$ cat config.mk
export PLATFORM = sky130hd
export DESIGN_NAME = grouped_sampling_parallel_readout
export DESIGN_NICKNAME = d
export VERILOG_FILES = /design/src/include/sampling_readout_pkg.sv /design/src/core/result_memory.sv /design/src/core/grouped_sampling_parallel_readout.sv
export SDC_FILE = /design/constraint.sdc
export NUM_CORES = 1
export LEC_CHECK = 0
export BUFFER_PORTS_ARGS = -buffer_cell sky130_fd_sc_hd__buf_2
export CORE_MARGIN = 5
export CORE_UTILIZATION = 30
export DETAILED_ROUTE_END_ITERATION = 7
export PLACE_DENSITY = 0.47
export SETUP_SLACK_MARGIN = 0.3
export SYNTH_ARGS = -nofsm -noshare
export SYNTH_HDL_FRONTEND = slang
export SYNTH_SLANG_ARGS = --single-unit
$ cat constraint.sdc
create_clock -name clock -period 7.1 [get_ports clock]
set_input_delay 1.065 -clock clock [delete_from_list [all_inputs] [get_ports clock]]
set_output_delay 1.065 -clock clock [all_outputs]
set_load 0.05 [all_outputs]
$ cat src/include/sampling_readout_pkg.sv
package sampling_readout_pkg;

    // =========================================================
    // sizes
    localparam int CHANNELS      = 8;
    localparam int GROUP_SIZE    = 4;
    localparam int RESULT_BITS   = 14;
    localparam int WORD_BITS     = 16;
    localparam int PAD_BITS      = 2;
    localparam int CHAN_IDX_BITS = 3;

    // =========================================================
    // conversion timing
    localparam int CLOCK_MHZ            = 50;
    localparam int CONV_TIME_MAX_NS     = 4000; // plain default
    // longest time rounds down
    localparam int CONV_CYCLES          = CONV_TIME_MAX_NS * CLOCK_MHZ / 1000;

    // =========================================================
    // interface select codes {primary, secondary}
    localparam logic [1:0] SEL_PARALLEL = 2'h0;
    localparam logic [1:0] SEL_SERIAL   = 2'h2;
    localparam logic [1:0] SEL_BYTE     = 2'h3;

    localparam logic [CHAN_IDX_BITS-1:0] CHAN_FIRST = 3'h0;
    localparam logic [CHAN_IDX_BITS-1:0] CHAN_LAST  = 3'h7;
    localparam logic [PAD_BITS-1:0]      PAD_ZERO   = 2'h0;

    typedef enum logic [2:0] {
        ST_IDLE    = 3'b001,
        ST_WAIT    = 3'b010,
        ST_CONVERT = 3'b100
    } conv_state_e;

    // strobe set from the host
    typedef struct packed {
        logic chip_select_n;
        logic read_n;
    } strobes_s;

    // bus output quadruple
    typedef struct packed {
        logic [WORD_BITS-1:0] data;
        logic                 data_oe;
        logic                 flag;
        logic                 flag_oe;
    } bus_out_s;

endpackage

$ cat src/core/result_memory.sv
`timescale 1ns/1ps
`default_nettype none

// =============================================================
// result word store, registered read
module result_memory #(
    parameter int WIDTH = 16,
    parameter int DEPTH = 8,
    parameter int AW    = 3
) (
    // clock
    input  wire logic             clock,
    // write port
    input  wire logic             wr_en,
    input  wire logic [AW-1:0]    wr_addr,
    input  wire logic [WIDTH-1:0] wr_data,
    // read port
    input  wire logic [AW-1:0]    rd_addr,
    output logic      [WIDTH-1:0] rd_data
);

    logic [WIDTH-1:0] mem [DEPTH];

    // write
    always_ff @(posedge clock) begin
        if (wr_en) begin
            mem[wr_addr] <= wr_data;
        end
    end

    // registered read
    always_ff @(posedge clock) begin
        rd_data <= mem[rd_addr];
    end

endmodule

`default_nettype wire

$ cat src/core/grouped_sampling_parallel_readout.sv
// Overview of operation
// - first start edge holds channels 1-4
// - no conversion until second group sampled
// - second start edge holds channels 5-8
// - both sampled: convert, busy bounded by maximum
// - busy fall loads 14 bits plus zeros
// - read after reload completes returns new sample
// - read during busy returns previous sample
// - select pins choose parallel, byte, serial
// - parallel mode drives full sixteen-bit bus
// - tied strobes: first fall drives channel 1
// - flag high at first read fall
// - later read falls advance channel ascending
// - first read fall under chip select enables bus, read clocks data
// - flag low from second fall until deselect
// - frame end floats bus and flag
// - end of eight-word reload marks fresh results valid
// - lowest two bus bits driven low
`timescale 1ns/1ps
`default_nettype none
module grouped_sampling_parallel_readout #(
    parameter int CONV_CYCLES = sampling_readout_pkg::CONV_CYCLES
) (
    // clock and reset
    input  wire logic clock,
    input  wire logic nrst,
    // conversion control
    input  wire logic start_first_group,
    input  wire logic start_second_group,
    output logic      busy,
    output logic      hold_first_group,
    output logic      hold_second_group,
    // converter core sample results, one per channel
    input  wire logic [sampling_readout_pkg::CHANNELS*
                       sampling_readout_pkg::RESULT_BITS-1:0] conv_results,
    // interface select
    input  wire logic interface_select_primary,
    input  wire logic interface_select_secondary,
    output logic      parallel_mode,
    output logic      byte_mode,
    output logic      serial_mode,
    // host strobes
    input  wire sampling_readout_pkg::strobes_s strobes,
    // parallel bus
    output sampling_readout_pkg::bus_out_s     bus_out
);

    // =========================================================
    // reset release
    logic rst_meta;
    logic rst_n;
    // two-stage reset synchroniser
    always_ff @(posedge clock or negedge nrst) begin
        if (!nrst) begin
            rst_meta <= 1'b0;
            rst_n    <= 1'b0;
        end else begin
            rst_meta <= 1'b1;
            rst_n    <= rst_meta;
        end
    end

    // =========================================================
    // edge detection
    logic prev_start_a;
    logic prev_start_b;
    logic prev_cs_n;
    logic prev_rd_n;
    logic start_a_rise;
    logic start_b_rise;
    logic read_fall;
    logic frame_end;
    logic cs_active;
    // previous levels
    always_ff @(posedge clock or negedge rst_n) begin
        if (!rst_n) begin
            prev_start_a <= 1'b0;
            prev_start_b <= 1'b0;
            prev_cs_n    <= 1'b1;
            prev_rd_n    <= 1'b1;
        end else begin
            prev_start_a <= start_first_group;
            prev_start_b <= start_second_group;
            prev_cs_n    <= strobes.chip_select_n;
            prev_rd_n    <= strobes.read_n;
        end
    end
    // edge terms; tied strobes fall together so both cases match
    assign start_a_rise = start_first_group && !prev_start_a;
    assign start_b_rise = start_second_group && !prev_start_b;
    assign cs_active    = !strobes.chip_select_n;
    assign read_fall    = cs_active && !strobes.read_n && prev_rd_n;
    assign frame_end    = strobes.chip_select_n && !prev_cs_n;

    // =========================================================
    // interface select decode
    logic [1:0] sel;
    assign sel = {interface_select_primary, interface_select_secondary};
    always_comb begin
        parallel_mode = !interface_select_primary;
        byte_mode     = (sel == sampling_readout_pkg::SEL_BYTE);
        serial_mode   = (sel == sampling_readout_pkg::SEL_SERIAL);
    end

    // =========================================================
    // conversion sequencing
    sampling_readout_pkg::conv_state_e state;
    logic [31:0] conv_count;
    logic        conv_done;
    assign conv_done = (state == sampling_readout_pkg::ST_CONVERT)
                       && (conv_count == 32'(CONV_CYCLES - 1));
    // wait for both groups before converting
    always_ff @(posedge clock or negedge rst_n) begin
        if (!rst_n) begin
            state             <= sampling_readout_pkg::ST_IDLE;
            hold_first_group  <= 1'b0;
            hold_second_group <= 1'b0;
        end else begin
            case (state)
                sampling_readout_pkg::ST_IDLE,
                sampling_readout_pkg::ST_WAIT: begin
                    // group one hold at first start edge
                    hold_first_group  <= hold_first_group || start_a_rise;
                    // group two hold at second start edge
                    hold_second_group <= hold_second_group || start_b_rise;
                    if ((hold_first_group || start_a_rise) &&
                        (hold_second_group || start_b_rise)) begin
                        state <= sampling_readout_pkg::ST_CONVERT;
                    end else if (start_a_rise || start_b_rise) begin
                        state <= sampling_readout_pkg::ST_WAIT;
                    end
                end
                sampling_readout_pkg::ST_CONVERT: begin
                    if (conv_done) begin
                        state             <= sampling_readout_pkg::ST_IDLE;
                        hold_first_group  <= 1'b0;
                        hold_second_group <= 1'b0;
                    end
                end
                default: begin
                    state <= sampling_readout_pkg::ST_IDLE;
                end
            endcase
        end
    end
    always_ff @(posedge clock or negedge rst_n) begin
        if (!rst_n) begin
            conv_count <= 32'h0000_0000;
        end else if (state == sampling_readout_pkg::ST_CONVERT) begin
            conv_count <= conv_count + 32'h0000_0001;
        end else begin
            conv_count <= 32'h0000_0000;
        end
    end
    assign busy = (state == sampling_readout_pkg::ST_CONVERT);

    // =========================================================
    // result store; written channel by channel after conversion
    logic                                          load_active;
    logic [sampling_readout_pkg::CHAN_IDX_BITS-1:0] load_idx;
    logic                                          results_ready;
    // load 14-bit results on busy fall
    always_ff @(posedge clock or negedge rst_n) begin
        if (!rst_n) begin
            load_active <= 1'b0;
            load_idx    <= sampling_readout_pkg::CHAN_FIRST;
        end else if (conv_done) begin
            load_active <= 1'b1;
            load_idx    <= sampling_readout_pkg::CHAN_FIRST;
        end else if (load_active) begin
            load_idx <= load_idx + 3'h1;
            if (load_idx == sampling_readout_pkg::CHAN_LAST) begin
                load_active <= 1'b0;
            end
        end
    end
    logic [sampling_readout_pkg::CHANNELS*
           sampling_readout_pkg::RESULT_BITS-1:0] captured;
    // snapshot taken exactly at busy fall
    always_ff @(posedge clock or negedge rst_n) begin
        if (!rst_n) begin
            captured <= '0;
        end else if (conv_done) begin
            captured <= conv_results;
        end
    end
    // reads after reload see new words
    // reads held off until all words reloaded
    assign results_ready = !load_active;
    logic [sampling_readout_pkg::WORD_BITS-1:0] wr_word;
    assign wr_word = {captured[load_idx*sampling_readout_pkg::RESULT_BITS
                               +: sampling_readout_pkg::RESULT_BITS],
                      sampling_readout_pkg::PAD_ZERO};

    // =========================================================
    // read pointer
    logic [sampling_readout_pkg::CHAN_IDX_BITS-1:0] read_ptr;
    logic                                          first_read_done;
    // advance pointer on each parallel-mode read fall once results are ready
    always_ff @(posedge clock or negedge rst_n) begin
        if (!rst_n) begin
            read_ptr        <= sampling_readout_pkg::CHAN_FIRST;
            first_read_done <= 1'b0;
        end else if (conv_done) begin
            read_ptr        <= sampling_readout_pkg::CHAN_FIRST;
            first_read_done <= 1'b0;
        end else if (read_fall && parallel_mode && results_ready) begin
            read_ptr        <= read_ptr + 3'h1;
            first_read_done <= 1'b1;
        end
    end
    logic [sampling_readout_pkg::WORD_BITS-1:0] rd_word;
    result_memory #(
        .WIDTH (sampling_readout_pkg::WORD_BITS),
        .DEPTH (sampling_readout_pkg::CHANNELS),
        .AW    (sampling_readout_pkg::CHAN_IDX_BITS)
    ) u_results (
        .clock   (clock),
        .wr_en   (load_active),
        .wr_addr (load_idx),
        .wr_data (wr_word),
        .rd_addr (read_ptr),
        .rd_data (rd_word)
    );

    // =========================================================
    // parallel bus drive
    // word of current channel on full bus
    always_ff @(posedge clock or negedge rst_n) begin
        if (!rst_n) begin
            bus_out.data <= '0;
        end else if (read_fall && parallel_mode && results_ready) begin
            bus_out.data <= {rd_word[sampling_readout_pkg::WORD_BITS-1:
                                     sampling_readout_pkg::PAD_BITS],
                             sampling_readout_pkg::PAD_ZERO};
        end
    end
    // read fall under chip select enables, read clocks data
    always_ff @(posedge clock or negedge rst_n) begin
        if (!rst_n) begin
            bus_out.data_oe <= 1'b0;
            bus_out.flag_oe <= 1'b0;
        end else if (frame_end || !parallel_mode) begin
            // float bus and flag at frame end
            bus_out.data_oe <= 1'b0;
            bus_out.flag_oe <= 1'b0;
        end else if (read_fall && results_ready) begin
            bus_out.data_oe <= 1'b1;
            bus_out.flag_oe <= 1'b1;
        end
    end
    // flag high at first fall, low after
    always_ff @(posedge clock or negedge rst_n) begin
        if (!rst_n) begin
            bus_out.flag <= 1'b0;
        end else if (read_fall && parallel_mode && results_ready) begin
            bus_out.flag <= (read_ptr == sampling_readout_pkg::CHAN_FIRST)
                            && !first_read_done;
        end
    end

    // =========================================================
    // checks
    // busy never exceeds conversion time
    a_busy_limit: assert property (@(posedge clock) disable iff (!rst_n)
        $rose(busy) |-> ##[1:CONV_CYCLES] !busy)
        else $error("busy exceeded conversion time");
    // no conversion with only group one held
    a_wait_second: assert property (@(posedge clock) disable iff (!rst_n)
        hold_first_group && !hold_second_group && !start_b_rise |=> !busy)
        else $error("conversion started before second group");
    a_low_bits: assert property (@(posedge clock) disable iff (!rst_n)
        bus_out.data[sampling_readout_pkg::PAD_BITS-1:0] == 2'h0)
        else $error("low bus bits not zero");
    a_frame_idle: assert property (@(posedge clock) disable iff (!rst_n)
        frame_end |=> !bus_out.data_oe && !bus_out.flag_oe)
        else $error("bus still driven after frame end");
    a_ptr_reset: assert property (@(posedge clock) disable iff (!rst_n)
        $fell(busy) |-> read_ptr == sampling_readout_pkg::CHAN_FIRST)
        else $error("read pointer not reset");
    a_flag_low: assert property (@(posedge clock) disable iff (!rst_n)
        read_fall && parallel_mode && first_read_done |=> !bus_out.flag)
        else $error("first channel flag high after first read");
endmodule

`default_nettype wire

# Word-level counts from Yosys, hierarchy flattened
# Memory sizes are Yosys's and may differ from the RTL's. A register that Yosys moved wholly into a read port is not among the register bits.
# Index checks and enable logic that the tools add are counted.
# totals
register_bits	179
ram_bits	112
inputBits	120
word_cells	85
n_memories	1
# op_classes
n_addsub	3
mul	1
n_eq_ne	9
n_shift	1
muxes	21
n_reduce_logical	31
# mem_list
memory	words	width	rd	rd_clocked_by_memory_dff	write_ports	line_no	source
u_results.mem	8	14	1	1	1	result_memory.sv:22	logic [WIDTH-1:0] mem [DEPTH];
# ops
operator	n
112-bit by 8-bit variable part select with 14-bit output	1
32-bit by 1-bit adder with 32-bit output (second input constant)	1
32-bit by 8-bit == test with 1-bit output (second input constant)	1
32-bit two-way mux	1
3-bit two-way mux	7
1-bit logical AND	11
1-bit two-way mux	10
1-bit zero test	8
2-bit nonzero test	4
3-bit by 1-bit adder with 3-bit output (second input constant)	2
3-bit == test (second input constant)	2
3-bit by 3-bit multiplier with 6-bit output (second input constant)	1
3-bit case mux with 2 select lines	1
2-bit == test (second input constant)	2
1-bit logical OR	4
1-bit case mux with 2 select lines	2
2-bit AND reduction	2
3-bit by 1-bit == test with 1-bit output (second input constant)	1
3-bit by 2-bit == test with 1-bit output (second input constant)	1
3-bit zero test	1
3-bit inequality test (second input constant)	1
2-bit by 1-bit inequality test with 1-bit output (second input constant)	1
2-bit OR reduction	1

# Logic depth before layout (Yosys ltp)
# Gate-level depths: netlist of run 1.
# logic_depth
depth_word	7
mapped_depth	7

# Modules after synthesis
# A second synthesis of run 1 with hierarchy kept.
# unflattened
hier_cells	798
hier_area_um2	13405.4
# by_module_without_submodules
mod	n_inst	cells_each	area_per_inst_um2	seq_area_each_um2
grouped_sampling_parallel_readout	1	584	8111.5	4483.0
result_memory	1	214	5293.8	4164.0

# Least setup slack after synthesis of run 1
# OpenSTA, ideal clock, no wires.
# synth_timing
path_kind	input port to output port
start	in interface_select_primary
end	out serial_mode
arrival_time_ns	1.991
required_time_ns	6.035
slack_ns	4.044
cell_stages	2
path_cell_list	inv_1 -> nor2_1
# synth_between
elab_chain_len	1
# synth_rtl
item	line_no	source
start, declared	grouped_sampling_parallel_readout.sv:37	input wire logic interface_select_primary,
2-bit == test	grouped_sampling_parallel_readout.sv:102	serial_mode = (sel == sampling_readout_pkg::SEL_SERIAL);
end, declared	grouped_sampling_parallel_readout.sv:41	output logic serial_mode,
# No other way between the ends.

# Worst setup path after layout of run 1
# layout_timing
start	reg state[0]
end	out busy
# layout_between
elab_chain_len	1
# layout_rtl
item	line_no	source
start, declared	grouped_sampling_parallel_readout.sv:107	sampling_readout_pkg::conv_state_e state;
start signal, assigned	grouped_sampling_parallel_readout.sv:115	state <= sampling_readout_pkg::ST_IDLE;
start signal, assigned	grouped_sampling_parallel_readout.sv:128	state <= sampling_readout_pkg::ST_CONVERT;
start signal, assigned	grouped_sampling_parallel_readout.sv:130	state <= sampling_readout_pkg::ST_WAIT;
3-bit == test	grouped_sampling_parallel_readout.sv:155	assign busy = (state == sampling_readout_pkg::ST_CONVERT);
end, declared	grouped_sampling_parallel_readout.sv:30	output logic busy,
# No other way between the ends.

==> results.toml, run 1 <==
[timing]
fmax_mhz = 297
rsz0062_at_grt = "no"
clock_skew_ns = 0.0220
min_period_over_period_pct = 47.4
finalSetupTns_ns = 0
tightest_slew_ns = 0.995
period_needed_ns = 3.37
setup_viol = 0
hold_slack_ns = 0.303
drv_slew = 0
finalHoldViolations = 0
maxSlewHeadroom_pct = 33.7

[yosys]
yosysWarnings = 0
yosysTopAreaCellShare_pct = 34.6
yosysSeqAreaShare_pct = 63.9
synth_mux_area_share_pct = 23.9
yosysUniqueCellTypes = 52
syn_inst = 781
ys_seq_elements = 305
synth-adder-area-share_pct = 0.492
yosysMostFrequentCell = "dfrtp_1"
yosysTopAreaCell = "dfrtp_1"
synth_top_family_by_area = "multiplexers"
ys.flop_type = "dfrtp_1"
synthSimpleGateAreaFrac_pct = 5.81
synth_edf_count = 112
yosys-top-cells-count = "176 x dfrtp_1, 154 x mux2_2, 112 x edfxtp_1"
synth_xor_area_share_pct = 0.895
synth_compound_area_share_pct = 2.62
syn_area_um2 = 12700
ys_async_sr_fraction_pct = 58.7
ys_top_cells_by_area = "dfrtp_1 35%, edfxtp_1 26%, mux2_2 14%, mux4_2 9.9%, dfxtp_1 2.2%"
synth_area_per_cell_um2 = 16.3

[critical_path]
cp_data_arrival_time_ns = 2.30
critPathMaxFanout = 33
path_delay_family = "buffers and inverters"
end_kind = "primary output"
critical_path.slowest_cell = "dfstp_2"
startpoint = "state[0]"
r2r_start = "conv_count[0]"
cp.depth = 5
cp.required_ns = 6.03
slowest_delay_ns = 0.55
cp-start-kind = "register"
crit_path_end = "busy"
reg2reg_depth = 6
crit_type = "reg -> out"
worstPathCellList = "nor2_1 -> nand2_1 -> buf_4 -> clkinv_1 -> buf_2"
rrSetupSlack_ns = 4.18
timing.rr.end = "captured[25]"
critPathBufInv = 3

[place]
placed_cell_area_um2 = 14000
port_buffers = 142
dp_hpwl_um = 18800
gp_congestion = 0.704

[outcome]
outcome = "complete, no violations"

[clocking]
hold_buffers = 0
htree_levels = 2
clk_pin_slew_ns = 0.05
ctsResizeCount = 0
cts_sinks = 305
root_buffer = "clkbuf_16"
insertion_delay_ns = 0.55
cts_setup_buffers = 0
cts_tree = "built"
ctsLongestPathBuffers = 3
cts_made_buffers = 37

[floorplanning]
die_h_um = 216
dieArea_um2 = 46600
dieWidth_um = 216
num_rows = 75
start_util_pct = 30.3
io_pins = 145
core_area_um2 = 41900

[layout]
fill_cells = 3972
multi_input_area_um2 = 4350
post-route-util_pct = 36.1
drive_gt1_share_pct = 46.4
fin_nets = 1050
design_area_um2 = 15200
syn2layout_area_growth_pct = 19.2
seq_area_um2 = 8140

[route]
wl_per_cell_um = 19.7
detail-route-antenna-nets = 0
vias_per_cell = 4.78
drt_wl_total_um = 29500
via_count = 7149
drc = 0
drt_first_pass_iters = 4
drt_iter0_markers = 367

[grt]
grt_pass1_wl_um = 46100
track_usage_pct = 12.8
grt_pass1_vias = 7644
grt_start_max_net_pins = 116
antenna_found_initial = 11
gr-total-overflow = 0

[power_and_ir_drop]
p_leak_uw = 0.00632
ir_worst_vdd_mv = 0.169
powerDensity_nw_per_um2 = 332
total_power_uw = 5040

[job]
max_cap_viol_count = 0

[hold_path]
hold_class = "in -> async"
logic make-up after synthesis:
group / count (synthesis)
flip-flops: 305
multiplexers: 215
AND/OR/NAND/NOR: 134
buffers and inverters: 55
AO/OA/AOI/OAI: 52
XOR/XNOR: 13
adder cells (fa/ha/maj): 5
other: 2
worst min path at each step:
stage | from | slack [ns] | endpoint | depth (start not counted)
after global routing | nrst | 0.27 | rst_n | 1
after global placement | rst_meta | 0.34 | rst_n | 0
after detailed placement | rst_meta | 0.35 | rst_n | 0
after CTS | nrst | 0.27 | rst_n | 1
after floorplan | rst_meta | 0.33 | rst_n | 0
final | nrst | 0.30 | rst_n | 1
placed cells by master, fill, tap and decap left out, types with 15 or more instances in the layout:
master / synthesis / final
nor2_1: 28 / 22
clkbuf_16: 0 / 37
buf_2: 15 / 142
o31ai_1: 15 / 15
edfxtp_1: 112 / 112
nand2_1: 19 / 19
dfrtp_1: 176 / 171
mux4_2: 56 / 56
mux2_2: 154 / 154
nand3_1: 16 / 16
a21oi_1: 21 / 21
final cells by class:
type	count	share of cell area (%)
clock inverter	20	1.13
antenna	2	0.0330
multi-input combinational	422	28.7
inverter	9	0.223
tap	539	4.45
clock buffer	48	6.65
timing repair buffer	150	5.17
sequential	305	53.7
flip-flops by register name (all words and copies together) (netlist names), 3 cells and up:
name,flops
captured,112
conv_count,32
bus_out,16
u_results.rd_data,14
u_results.mem,112
load_idx,3
state,3
read_ptr,3
layer usage:
layer | GRT usage [%] | share of wire (%) | up-vias
met5 | 0 | 0.37 | -
met1 | 16.9 | 45 | 3625
met3 | 4.20 | 5.9 | 67
li1 | - | - | 3277
met4 | 4.44 | 2.9 | 18
met2 | 19.9 | 46 | 162
where the power goes:
part           internal, uW  switching (uW)
registers              2000             131
clock network          1080             748
logic                   450             628
through the flow:
stage	std cells	setup WS (ns)
after floorplan	782	1.75
after global placement	1425	4.18
after detailed placement	1425	4.20
after CTS	1493	3.67
after global routing	1494	3.54
final	1495	3.73
Note: power is estimated with default switching activity, not from simulation.
==> inputs of run 2 (changes only) <==
- ABC_AREA: unset -> 1
- PLACE_DENSITY: 0.47 -> 0.46
- clock period: 7.1 -> 3.51 ns (I/O delays scaled with it)
==> results.toml, run 2 <==
[outcome]
outcome = "complete, no violations"

[route]
drt_wl_total_um = 36800
drt_iter0_markers = 647
via_count = 9947
detail-route-antenna-nets = 0
vias_per_cell = 4.52
wl_per_cell_um = 16.7
drt_first_pass_iters = 5
drc = 0

[layout]
antenna_cells = 0
multi_input_area_um2 = 4260
final_cell_mix = "487 x nand2_1, 270 x nor2_1, 175 x dfrtp_1"
drive_gt1_share_pct = 14.2
fin_nets = 1715
fin_cells = 2200
seq_area_um2 = 8130
mostFrequentLayoutCell = "nand2_1"
syn2layout_area_growth_pct = 18.7
largest_registers = "captured x112, u_results.mem x112, conv_count x32"
fill_cells = 4528

[timing]
tightest_slew_ns = 1.08
period_needed_ns = 2.45
rsz0062_at_grt = "no"
finalHoldViolations = 0
hold_slack_ns = 0.131
maxSlewHeadroom_pct = 28.1
clock_skew_ns = 0.0168
setup_viol = 0
finalSetupTns_ns = 0
fmax_mhz = 408
min_period_over_period_pct = 69.9
drv_slew = 0

[floorplanning]
io_pins = 145
start_util_pct = 30.3
core_area_um2 = 43000
dieArea_um2 = 47600
dieWidth_um = 218
num_rows = 76
die_h_um = 218

[critical_path]
cp-start-kind = "register"
path_delay_family = "simple AND/OR/NAND/NOR gates"
slowest_delay_ns = 0.48
critPathBufInv = 3
critical_path.slowest_cell = "clkinv_2"
cp_data_arrival_time_ns = 2.90
worstPathCellList = "inv_1 -> nand2_1 -> nor2_1 -> nand2_1 -> nor2_1 -> nand3_4 -> clkinv_2 -> buf_4 -> nand2_1 -> nand2_1"
critPathMaxFanout = 37
critPathMostFrequentCell = "nand2_1"
end_kind = "register"
crit_type = "reg -> reg"
cp.required_ns = 3.96

[yosys]
yosysMostFrequentCell = "nand2_1"
ys.flop_type = "dfrtp_1"
ys_async_sr_fraction_pct = 58.7
yosysTopAreaCell = "dfrtp_1"
synth_area_per_cell_um2 = 8.98
yosys-top-cells-count = "487 x nand2_1, 270 x nor2_1, 176 x dfrtp_1"
yosysWarnings = 0
syn_area_um2 = 13000
yosysUniqueCellTypes = 32
yosysSeqAreaShare_pct = 62.5
syn_inst = 1448
synth_edf_count = 112
ys_seq_elements = 305
ys_top_cells_by_area = "dfrtp_1 34%, edfxtp_1 26%, nand2_1 14%, nor2_1 7.8%, o21ai_0 5.0%"
yosysTopAreaCellShare_pct = 33.9

[power_and_ir_drop]
p_int_uw = 6440
ir_worst_vdd_mv = 0.296
p_clk_share_pct = 39.6
pwr-share-comb_pct = 16.7
p_switching_uw = 2560
total_power_uw = 9000
pwr-share-seq_pct = 43.8
powerDensity_nw_per_um2 = 583
switching_share_pct = 28.5
p_leak_uw = 0.00682

[clocking]
root_buffer = "clkbuf_16"
cts_sinks = 305
cts_tree = "built"
cts_made_buffers = 37
clk_pin_slew_ns = 0.06
ctsLongestPathBuffers = 3
htree_levels = 2
insertion_delay_ns = 0.51
cts_setup_buffers = 0

[job]
max_cap_viol_count = 0

[grt]
grt_start_max_net_pins = 98
grt_pass1_vias = 10100
antenna_found_initial = 0
gr-total-overflow = 0
track_usage_pct = 15.4
grt_pass1_wl_um = 58200

[place]
port_buffers = 142
gp_congestion = 0.803
dp.cells = 2135
dp_hpwl_um = 24800

[hold_path]
hold_class = "in -> reg"
run 2: changes by cell type in the layout (fill, tap and decap cells not counted), sizes merged, moves of 20 or more:
cell and delta:
o21ai +125, mux2 -154, buf +20, mux4 -56
inv +57, nand2 +467, nor2 +245
run 2: worst paths after layout:
path | slack, ns | endpoint | cells past startpoint | start
max reg2reg | 1.06 | captured[25] | 10 | conv_count[28]
min in group asynchronous | 0.32 | rst_n | 2 | nrst
max | 1.06 | captured[25] | 10 | conv_count[28]
min reg2reg | 0.34 | rst_n | 0 | rst_meta
max in group asynchronous | 2.25 | captured[86] | 1 | rst_n
min | 0.13 | prev_start_b | 1 | start_second_group
run 2: power groups by stage:
stage	clock, uW	sequential, uW	combinational (uW)
2_1_floorplan	0	4200	808
3_3_place_gp	0	4010	1530
3_5_place_dp	0	4010	1530
4_1_cts	3670	3940	1530
5_1_grt	3820	3960	1690
6_report	3560	3940	1500
run 2: metrics by stage:
step	area [um^2]	worst slack (ns)	utilization [%]
5_1_grt	15400	0.762	35.9
2_1_floorplan	13000	0.557	-
3_5_place_dp	14300	1.00	33.3
4_1_cts	15400	0.982	35.9
6_report	15400	1.06	35.9
3_3_place_gp	14300	1.04	33.3
run 2: worst register-to-register path, stage by stage, from the launching register on:
cell	delay, ns
dfrtp_1	0.38
inv_1	0.09
nand2_1	0.06
nor2_1	0.12
nand2_1	0.09
nor2_1	0.28
nand3_4	0.30
clkinv_2	0.49
buf_4	0.42
nand2_1	0.11
nand2_1	0.07
run 2: cell type report:
class	count	area share (%)
Clock buffer	52	6.49
Timing Repair Buffer	171	6.19
Tap cell	585	4.74
Multi-Input combinational cell	1007	27.6
Clock inverter	12	0.664
Inverter	68	1.66
Sequential cell	305	52.6
run 2: routing by layer:
metal	wire, um	vias up	track usage [%]
met5	0	-	0
met4	798	0	3.81
met3	1490	44	2.66
met2	17000	207	25.1
met1	17600	4726	21.6
li1	-	4970	-
run 2: repair_timing:
action / 4_1_cts / 5_1_grt
endpoints found under the hold margin: 2 / 0
gates resized for setup: 0 / 0
hold buffers: 1 / 0
setup endpoints to repair: 0 / 0
run 2: logic make-up after synthesis:
group | Yosys count | share of synthesized area, %
AO/OA/AOI/OAI | 195 | 8.27
XOR/XNOR | 3 | 0.202
adder cells (fa/ha/maj) | 5 | 0.481
buffers and inverters | 137 | 4.85
AND/OR/NAND/NOR | 801 | 23.7
other | 2 | 0.0577
flip-flops | 305 | 62.5
